==> config.mk <==
export PLATFORM = sky130hd
export DESIGN_NAME = gsfs_supervisor
export DESIGN_NICKNAME = d
export VERILOG_FILES = /design/src/core/gsfs_tick_timer.v /design/src/core/gsfs_supervisor.v
export VERILOG_INCLUDE_DIRS = /design/src /design/src/common
export SDC_FILE = /design/constraint.sdc
export NUM_CORES = 1
export LEC_CHECK = 0
export BUFFER_PORTS_ARGS = -buffer_cell sky130_fd_sc_hd__buf_2
export CAP_MARGIN = 15
export CORE_MARGIN = 5
export CORE_UTILIZATION = 63
export CTS_CLUSTER_DIAMETER = 50
export DETAILED_ROUTE_END_ITERATION = 16
export PLACE_DENSITY_LB_ADDON = 0.15
export SYNTH_ARGS = -nofsm -noshare
export SYNTH_HDL_FRONTEND = slang
export SYNTH_SLANG_ARGS = --single-unit
export TNS_END_PERCENT = 20
==> constraint.sdc <==
create_clock -name ref_clk -period 11 [get_ports ref_clk]
set_input_delay 2.2 -clock ref_clk [delete_from_list [all_inputs] [get_ports ref_clk]]
set_output_delay 2.2 -clock ref_clk [all_outputs]
set_load 0.02 [all_outputs]
==> src/common/gsfs_defs.vh <==
// Constants of the gating sequence fault supervisor
`ifndef GSFS_DEFS_VH
`define GSFS_DEFS_VH

// ----------------------------------------
// Register byte offsets
// ----------------------------------------
`define GSFS_OFS_STATUS 5'h00
`define GSFS_OFS_MASK 5'h04
`define GSFS_OFS_CONTROL 5'h08
`define GSFS_OFS_ERROR 5'h0C
`define GSFS_OFS_STATE 5'h10

// ----------------------------------------
// Fields and reset values
// ----------------------------------------
`define GSFS_ST_FAULT 0
`define GSFS_ST_LOCK 1
`define GSFS_ST_START 2
`define GSFS_EV_W 3
`define GSFS_MASK_RST 3'h0
`define GSFS_CTRL_RST 1'b1
`define GSFS_CTRL_GATE_EN 0

// ----------------------------------------
// Error codes, the decimal number in binary
// ----------------------------------------
`define GSFS_E_NONE 8'h00
`define GSFS_E41 8'h29
`define GSFS_E60 8'h3C
`define GSFS_E61 8'h3D
`define GSFS_E62 8'h3E
`define GSFS_E63 8'h3F
`define GSFS_E64 8'h40
`define GSFS_E65 8'h41
`define GSFS_E66 8'h42
`define GSFS_E67 8'h43
`define GSFS_E68 8'h44
`define GSFS_E70 8'h46
`define GSFS_E71 8'h47
`define GSFS_E74 8'h4A
`define GSFS_E75 8'h4B
`define GSFS_E76 8'h4C
`define GSFS_E79 8'h4F

// ----------------------------------------
// Timing, times in milliseconds
// ----------------------------------------
`define GSFS_CLK_HZ 25000000
`define GSFS_T_TICK_MS 100
`define GSFS_T_FIELD_MS 3700
`define GSFS_T_WIN2_MS 2000
`define GSFS_T_WIN4_MS 4000
`define GSFS_T_PROC_MS 3600000
`define GSFS_T_OVR_OFF_MS 120000
`define GSFS_T_OVR_LOCK_MS 150000
`define GSFS_T_SYNC_MS 60000
`define GSFS_T_END_MS 20000
`define GSFS_T_CSMIN_MS 4000
`define GSFS_T_GATE_MS 60000
`define GSFS_TK(ms) ((ms) / `GSFS_T_TICK_MS)
`define GSFS_TICK_CYC (`GSFS_CLK_HZ / 1000 * `GSFS_T_TICK_MS)

`endif

==> src/core/gsfs_tick_timer.v <==
// Saturating counter of time-base ticks with synchronous clear
`timescale 1ns/1ns
module gsfs_tick_timer #(
  parameter W = 16
) (
  input wire ref_clk,
  input wire rst,
  input wire clkEn,
  input wire tick,
  input wire clear,
  output reg [W-1:0] count
);

  always @(posedge ref_clk or posedge rst) begin
    if (rst) begin
      count <= {W{1'b0}};
    end else if (clkEn) begin
      if (clear) begin
        count <= {W{1'b0}};
      end else if (tick && (count != {W{1'b1}})) begin
        count <= count + 1'b1;
      end
    end
  end

endmodule

==> src/core/gsfs_supervisor.v <==
// Gating sequence fault supervisor with Avalon-MM register slave
//
// Overview of operation
// - Polarity mode change: lock, report E41
// - Beam configuration fault: outputs off, E60
// - Response time exceeded: off, E61, reboot
// - Overlapping blanking areas: off, E62
// - Modes 1,4: field interrupted >3.7 s, E63
// - Field interrupted after window: off, E64
// - Process mode 1 h, control high: E65
// - Override: control drops before clear, E66
// - Override modes 1,6: extension drops, E67
// - Override: off 120 s, lock 150 s, E68
// - Field interrupted without control, sync 1 min: E70
// - Violation before sequence reset: off, E71
// - Control rises while interlocked: stay off, E74
// - Control held 20 s after end: E75
// - Mode 5: control removed before 4 s, E76
// - Gating timeout: off, E79; extension avoids
`timescale 1ns/1ns
`include "gsfs_defs.vh"
module gsfs_supervisor #(
  parameter TICK_CYCLES = `GSFS_TICK_CYC,
  parameter TW = 16,
  parameter GATE_MS = `GSFS_T_GATE_MS
) (
  input wire ref_clk,
  input wire rst,
  input wire clkEn,
  input wire gatingControl,
  input wire gatingExtensionSignal,
  input wire fieldInterrupted,
  input wire syncInterrupted,
  input wire restartButton,
  input wire [2:0] operatingModeNumber,
  input wire polarityModeChange,
  input wire beamConfigFault,
  input wire responseTimeExceeded,
  input wire blankingOverlap,
  input wire [4:0] avs_address,
  input wire avs_read,
  input wire avs_write,
  input wire [31:0] avs_writedata,
  output reg [31:0] avs_readdata,
  output reg avs_waitrequest,
  output reg safetySwitchingOutput,
  output reg lockedState,
  output reg [7:0] errorCode,
  output reg irq
);

  // ----------------------------------------
  // States
  // ----------------------------------------
  localparam [7:0] S_IDLE = 8'h01;
  localparam [7:0] S_WAIT = 8'h02;
  localparam [7:0] S_PROC = 8'h04;
  localparam [7:0] S_GATE = 8'h08;
  localparam [7:0] S_OVR = 8'h10;
  localparam [7:0] S_END = 8'h20;
  localparam [7:0] S_FAULT = 8'h40;
  localparam [7:0] S_LOCK = 8'h80;

  // Limits stay integers so comparisons widen the timer instead of cutting the limit
  localparam integer K_FIELD = `GSFS_TK(`GSFS_T_FIELD_MS);
  localparam integer K_WIN2 = `GSFS_TK(`GSFS_T_WIN2_MS);
  localparam integer K_WIN4 = `GSFS_TK(`GSFS_T_WIN4_MS);
  localparam integer K_PROC = `GSFS_TK(`GSFS_T_PROC_MS);
  localparam integer K_OVR_OFF = `GSFS_TK(`GSFS_T_OVR_OFF_MS);
  localparam integer K_OVR_LOCK = `GSFS_TK(`GSFS_T_OVR_LOCK_MS);
  localparam integer K_SYNC = `GSFS_TK(`GSFS_T_SYNC_MS);
  localparam integer K_END = `GSFS_TK(`GSFS_T_END_MS);
  localparam integer K_CSMIN = `GSFS_TK(`GSFS_T_CSMIN_MS);
  localparam integer K_GATE = `GSFS_TK(GATE_MS);
  localparam integer TICK_LAST_I = TICK_CYCLES - 1;
  localparam [23:0] TICK_LAST = TICK_LAST_I[23:0];

  function hit;
    input [4:0] addr;
    input [4:0] ofs;
    begin
      hit = (addr == ofs);
    end
  endfunction

  reg [7:0] state;
  reg [7:0] next_state;
  reg [7:0] setCode;
  reg lockReq;
  reg seqClear;
  reg csPrev;
  reg thPrev;
  reg resPrev;
  reg [23:0] preCount;
  reg tick;
  reg [`GSFS_EV_W-1:0] status;
  reg [`GSFS_EV_W-1:0] mask;
  reg gateEnable;
  reg [31:0] next_readdata;

  wire [4*TW-1:0] tAll;
  wire [3:0] tClr;
  wire [TW-1:0] seqTime = tAll[0 +: TW];
  wire [TW-1:0] fieldTime = tAll[TW +: TW];
  wire [TW-1:0] syncTime = tAll[2*TW +: TW];
  wire [TW-1:0] csTime = tAll[3*TW +: TW];

  wire csRise = gatingControl & ~csPrev;
  wire csFall = ~gatingControl & csPrev;
  wire thFall = ~gatingExtensionSignal & thPrev;
  wire resRise = restartButton & ~resPrev;
  wire m14 = (operatingModeNumber == 3'h1) || (operatingModeNumber == 3'h4);
  wire m16 = (operatingModeNumber == 3'h1) || (operatingModeNumber == 3'h6);
  wire m5 = (operatingModeNumber == 3'h5);
  wire [TW-1:0] window = (operatingModeNumber == 3'h4) ? K_WIN2[TW-1:0] : K_WIN4[TW-1:0];

  // ----------------------------------------
  // Time base and interval timers
  // ----------------------------------------
  always @(posedge ref_clk or posedge rst) begin
    if (rst) begin
      preCount <= 24'h000000;
      tick <= 1'b0;
    end else if (clkEn) begin
      tick <= (preCount == TICK_LAST);
      if (preCount == TICK_LAST) begin
        preCount <= 24'h000000;
      end else begin
        preCount <= preCount + 24'h000001;
      end
    end
  end

  // The extension signal keeps the gating timer from running out
  assign tClr[0] = seqClear | (state[3] & gatingExtensionSignal);
  assign tClr[1] = ~fieldInterrupted;
  assign tClr[2] = ~syncInterrupted;
  assign tClr[3] = ~gatingControl;

  genvar gi;
  generate
    for (gi = 0; gi < 4; gi = gi + 1) begin : gTimer
      gsfs_tick_timer #(
        .W(TW)
      ) uTimer (
        .ref_clk(ref_clk),
        .rst(rst),
        .clkEn(clkEn),
        .tick(tick),
        .clear(tClr[gi]),
        .count(tAll[gi*TW +: TW])
      );
    end
  endgenerate

  // ----------------------------------------
  // Sequence supervision
  // ----------------------------------------
  always @* begin
    next_state = state;
    setCode = `GSFS_E_NONE;
    lockReq = 1'b0;
    seqClear = 1'b0;
    if (!state[7]) begin
      if (polarityModeChange) begin
        setCode = `GSFS_E41;
        lockReq = 1'b1;
      end else if (responseTimeExceeded) begin
        // Only a reboot recovers, so treat it as locking
        setCode = `GSFS_E61;
        lockReq = 1'b1;
      end else if (beamConfigFault) begin
        setCode = `GSFS_E60;
      end else if (blankingOverlap) begin
        setCode = `GSFS_E62;
      end else if (syncTime >= K_SYNC) begin
        setCode = `GSFS_E70;
      end else if (m5 && csFall && (csTime < K_CSMIN) && (state[1] || state[3])) begin
        setCode = `GSFS_E76;
      end
    end
    if (setCode == `GSFS_E_NONE) begin
      case (state)
        S_IDLE: begin
          if (csRise && gateEnable) begin
            if (m14 && (fieldTime > K_FIELD)) begin
              setCode = `GSFS_E63;
            end else begin
              next_state = S_WAIT;
              seqClear = 1'b1;
            end
          end else if (fieldInterrupted && !m14) begin
            // Plain protective trip: restart interlock, no code
            next_state = S_FAULT;
          end
        end
        S_WAIT: begin
          if (fieldInterrupted) begin
            next_state = S_GATE;
            seqClear = 1'b1;
          end else if (csFall) begin
            next_state = S_IDLE;
          end else if (seqTime >= window) begin
            next_state = S_PROC;
          end
        end
        S_PROC: begin
          if (fieldInterrupted) begin
            setCode = `GSFS_E64;
          end else if (csFall) begin
            next_state = S_IDLE;
          end else if (seqTime >= K_PROC) begin
            setCode = `GSFS_E65;
          end
        end
        S_GATE: begin
          if (!fieldInterrupted) begin
            next_state = S_END;
            seqClear = 1'b1;
          end else if (csFall) begin
            setCode = `GSFS_E70;
          end else if (resRise) begin
            next_state = S_OVR;
            seqClear = 1'b1;
          end else if (seqTime >= K_GATE) begin
            setCode = `GSFS_E79;
          end
        end
        S_OVR: begin
          if (!fieldInterrupted) begin
            next_state = S_END;
            seqClear = 1'b1;
          end else if (csFall) begin
            setCode = `GSFS_E66;
          end else if (m16 && thFall) begin
            setCode = `GSFS_E67;
          end else if (seqTime >= K_OVR_OFF) begin
            // Timer keeps running in the fault state towards the lock
            setCode = `GSFS_E68;
          end
        end
        S_END: begin
          if (fieldInterrupted) begin
            setCode = `GSFS_E71;
          end else if (csFall) begin
            next_state = S_IDLE;
          end else if (seqTime >= K_END) begin
            setCode = `GSFS_E75;
          end
        end
        S_FAULT: begin
          if ((errorCode == `GSFS_E68) && (seqTime >= K_OVR_LOCK)) begin
            setCode = `GSFS_E68;
            lockReq = 1'b1;
          end else if (resRise) begin
            next_state = S_IDLE;
            seqClear = 1'b1;
          end else if (csRise && (errorCode == `GSFS_E_NONE)) begin
            setCode = `GSFS_E74;
          end
        end
        default: begin
          next_state = S_LOCK;
        end
      endcase
    end
  end

  always @(posedge ref_clk or posedge rst) begin
    if (rst) begin
      state <= S_IDLE;
      errorCode <= `GSFS_E_NONE;
      safetySwitchingOutput <= 1'b0;
      lockedState <= 1'b0;
      csPrev <= 1'b0;
      thPrev <= 1'b0;
      resPrev <= 1'b0;
    end else if (clkEn) begin
      csPrev <= gatingControl;
      thPrev <= gatingExtensionSignal;
      resPrev <= restartButton;
      if (setCode != `GSFS_E_NONE) begin
        errorCode <= setCode;
        state <= lockReq ? S_LOCK : S_FAULT;
        safetySwitchingOutput <= 1'b0;
        lockedState <= lockReq;
      end else begin
        state <= next_state;
        if (next_state == S_IDLE) begin
          errorCode <= `GSFS_E_NONE;
        end
        safetySwitchingOutput <= !(next_state[6] || next_state[7]);
        lockedState <= next_state[7];
      end
    end
  end

  // ----------------------------------------
  // Register slave and interrupt
  // ----------------------------------------
  // One wait state on every access; write and read data act when it drops
  wire busAcc = (avs_read | avs_write) & avs_waitrequest;
  wire busWr = avs_write & ~avs_waitrequest;
  wire [`GSFS_EV_W-1:0] events;
  wire [`GSFS_EV_W-1:0] w1c;

  assign events[`GSFS_ST_FAULT] = (setCode != `GSFS_E_NONE) & ~lockReq;
  assign events[`GSFS_ST_LOCK] = lockReq;
  assign events[`GSFS_ST_START] = state[0] & next_state[1] & (setCode == `GSFS_E_NONE);
  assign w1c = (busWr && hit(avs_address, `GSFS_OFS_STATUS)) ?
    avs_writedata[`GSFS_EV_W-1:0] : {`GSFS_EV_W{1'b0}};

  always @* begin
    next_readdata = 32'h00000000;
    if (hit(avs_address, `GSFS_OFS_STATUS)) begin
      next_readdata[`GSFS_EV_W-1:0] = status;
    end else if (hit(avs_address, `GSFS_OFS_MASK)) begin
      next_readdata[`GSFS_EV_W-1:0] = mask;
    end else if (hit(avs_address, `GSFS_OFS_CONTROL)) begin
      next_readdata[`GSFS_CTRL_GATE_EN] = gateEnable;
    end else if (hit(avs_address, `GSFS_OFS_ERROR)) begin
      next_readdata[7:0] = errorCode;
    end else if (hit(avs_address, `GSFS_OFS_STATE)) begin
      next_readdata[7:0] = state;
      next_readdata[8] = safetySwitchingOutput;
      next_readdata[9] = lockedState;
      next_readdata[12:10] = operatingModeNumber;
    end
  end

  always @(posedge ref_clk or posedge rst) begin
    if (rst) begin
      avs_waitrequest <= 1'b1;
      avs_readdata <= 32'h00000000;
      status <= {`GSFS_EV_W{1'b0}};
      mask <= `GSFS_MASK_RST;
      gateEnable <= `GSFS_CTRL_RST;
      irq <= 1'b0;
    end else if (clkEn) begin
      avs_waitrequest <= ~busAcc;
      if (busAcc && avs_read) begin
        avs_readdata <= next_readdata;
      end
      // A new event wins over a clear in the same cycle
      status <= (status & ~w1c) | events;
      irq <= |(((status & ~w1c) | events) & mask);
      if (busWr && hit(avs_address, `GSFS_OFS_MASK)) begin
        mask <= avs_writedata[`GSFS_EV_W-1:0];
      end
      if (busWr && hit(avs_address, `GSFS_OFS_CONTROL)) begin
        gateEnable <= avs_writedata[`GSFS_CTRL_GATE_EN];
      end
    end
  end

endmodule

==> results.json <==
{
  "synth-main-ff-cell": "dfrtp_1",
  "rsz0062_at_grt": "false",
  "cts_resized": 0,
  "synth_cell_type_count": 77,
  "cts-root-buf": "clkbuf_16",
  "drc": 0,
  "cts_buffers": 17,
  "hpwlAfterDp_mm": 13.67,
  "period_share": 0.4731,
  "nets": 975,
  "clock_skew_ns": 0.005059,
  "min_path_type": "reg2reg",
  "async_reset_ff_frac": 1.000,
  "layout-drive-gt1-share": 0.1292,
  "portBuffers": 48,
  "slew_violations": 0,
  "wl_mm": 19.52,
  "crit_type": "in2reg",
  "htreeDepth": 4,
  "ios": 98,
  "syn_avg_cell_area_um2": 8.940,
  "tritoncts": "built",
  "crit_family": "simple AND/OR/NAND/NOR gates",
  "finalSetupViolCount": 0,
  "dr.pass1.iters": 6,
  "yosysWarningCount": 0,
  "multi_input_area_mm2": 0.004272,
  "max-cap-violations": 0,
  "cts_sinks": 129,
  "cp_max_fo": 48,
  "die_area_mm2": 0.01473,
  "gp_congestion": 0.9767,
  "fillers": 897,
  "grt_pass1_vias": 6658,
  "final_cell_mix": "dfrtp_1 (126), nor2_1 (104), nand2_1 (90), buf_2 (48), nand3_1 (43)",
  "start_util": 0.6478,
  "cp_slowest_cell": "nor2_1",
  "clk_latency_ns": 0.42,
  "ys_seq_area_frac": 0.4136,
  "diodes": 0,
  "synth_edf_count": 0,
  "startpoint_type": "primary input",
  "final.min_clock_period_ns": 5.204,
  "internal_power_mw": 0.9981,
  "swShare": 0.2931,
  "path_clk_slew_ns": 0.06,
  "switching_power_mw": 0.4138,
  "synth_area_leaders": "dfrtp_1 (40%), nor2_1 (5.0%), xor2_1 (4.7%)",
  "via_count": 6830,
  "synth-seq-cells": 129,
  "critPathBufInv": 2,
  "yosysTopAreaCell": "dfrtp_1",
  "core-area_mm2": 0.01206,
  "sequentialPowerShare": 0.401,
  "slowest_delay_ns": 0.89,
  "grt_overflow": 0,
  "first_iter_violations": 564,
  "status": "finished clean",
  "endpoint_kind": "flip-flop",
  "track_usage": 0.2740,
  "peakVddDrop_uv": 113.8,
  "wl_per_cell_um": 17.93,
  "clock_tree.buffer_depth": 2,
  "p_comb_frac": 0.177,
  "crit_arrival_ns": 5.54,
  "worstMarginPinSlew_ns": 1.019,
  "grt_antenna_before_repair": 0,
  "cp_cell_sequence": "buf_2 -> inv_1 -> nor2_1 -> nor2_1 -> nor2_1 -> nand2_1 -> or3_1 -> a21oi_1",
  "fmax_ghz": 0.1922,
  "cts_hold_buf": 0,
  "rows": 40,
  "setup_tns_ns": 0,
  "layout_commonest_cell": "dfrtp_1",
  "grt_max_degree": 75,
  "hold_violations": 0,
  "die_w_um": 121.4,
  "grt_pass1_wl_mm": 32.40,
  "slew-limit-headroom": 0.3182,
  "die_h_um": 121.4,
  "powerDensity_mw_per_mm2": 162.4,
  "p_leak_nw": 3.812,
  "cp.required_ns": 11.33,
  "vias_per_cell": 6.272,
  "power.share.clock": 0.422,
  "area_delta_synth_final_pct": 11.24,
  "seq_area_mm2": 0.003232,
  "path_common_cell": "nor2_1",
  "postCtsSetupBuffers": 0,
  "ant_nets": 0,
  "power_mw": 1.412,
  "syn-cell-area_mm2": 0.007814,
  "synth_cells": 874,
  "synth_top_area_frac": 0.4035
}
==> cell families after synthesis <==
| family | Yosys count | share of synthesized area |
|---|---|---|
| muxes | 15 | 0.02226 |
| DFF | 129 | 0.4136 |
| other | 1 | 0.0004799 |
| AOI/OAI and AO/OA | 177 | 0.1579 |
| adders and majority gates | 13 | 0.02082 |
| and+or+nand+nor | 391 | 0.2565 |
| buffers and inverters | 77 | 0.04884 |
| xor gates and xnor gates | 71 | 0.07958 |
==> worst reg2reg max path, delay by kind of cell (launching register included) <==
| family | cells | cell delay (ns) |
|---|---|---|
| mux | 1 | 0.29 |
| compound gates | 5 | 2.13 |
| simple gates | 2 | 0.29 |
| flops | 1 | 0.46 |
==> power groups by stage <==
stage               sequential (mW)  combinational, mW  clock (mW)
finish                        0.567              0.250       0.595
global route                  0.570              0.275       0.630
CTS                           0.564              0.248       0.604
detailed placement            0.571              0.246           0
global placement              0.569              0.241           0
floorplan                     0.575              0.172           0
==> worst paths after layout <==
kind                            slack (ns)  cells past startpoint                          to                      start
worst max-delay path                  5.80                      8  gTimer[1].uTimer.count[13]                      clkEn
worst min-delay path                  0.47                      2             avs_readdata[8]            avs_readdata[8]
worst max register to register        7.72                      8   gTimer[0].uTimer.count[0]  gTimer[2].uTimer.count[6]
worst min register to register        0.47                      2             avs_readdata[8]            avs_readdata[8]
max in group asynchronous             7.74                      3  gTimer[3].uTimer.count[15]                        rst
min in group asynchronous             1.90                      2   gTimer[1].uTimer.count[7]                        rst
==> metal layers <==
layer / GRT usage / up-vias / routed length (um)
li1: - / 3191 / -
met1: 0.3600 / 3324 / 8487
met2: 0.4373 / 270 / 9237
met3: 0.05781 / 45 / 1234
met4: 0.1225 / 0 / 563
met5: 0 / - / 0
==> stage by stage <==
step | cells | utilization | area, um2 | worst slack (ns) | hold WS [ns]
finish | 1089 | 0.7206 | 8692 | 5.796 | 0.4711
global route | 1089 | 0.7206 | 8692 | 5.585 | 0.4955
CTS | 1089 | 0.7206 | 8692 | 5.862 | 0.4778
detailed placement | 1057 | 0.6684 | 8061 | 5.445 | 0.4653
global placement | 1057 | 0.6684 | 8061 | 5.552 | 0.4577
floorplan | 893 | - | 7885 | 5.364 | 0.4458
==> state kept, by name, indices dropped and copies added (netlist names) <==
register and cells:
avs_waitrequest 1, irq 1, state 7, avs_readdata 12, thPrev 1, gTimer.uTimer.count 64
safetySwitchingOutput 1, tick 1, gateEnable 1, resPrev 1, preCount 24, lockedState 1
errorCode 7, mask 3, csPrev 1, status 3
==> Yosys cell counts, types with 7 or more instances <==
cell and number:
or3_1 13, buf_4 21, inv_1 20, mux2_2 9, clkbuf_1 22, and4_1 8
nand3_1 43, nand4_1 27, o21a_1 8, ha_1 13, dfrtp_1 126, nor2b_1 9
nor3_1 17, o211ai_1 7, o21ai_0 37, xor2_1 42, a22o_1 14, and3_1 23
nand2_1 90, a31oi_1 11, xnor2_1 29, nand2b_1 8, nor2_1 104, nor4_1 14
a21oi_1 30, buf_2 11
==> cell type report <==
type                    instances  area share
inverters                      22    0.009788
flip-flops and latches        129      0.3718
well taps                     168     0.02418
clock inverters                10     0.01799
repair buffers                 51     0.03023
multi-input cells             687      0.4914
clock buffers                  22     0.05456
Power figures use the tool's default switching activity.
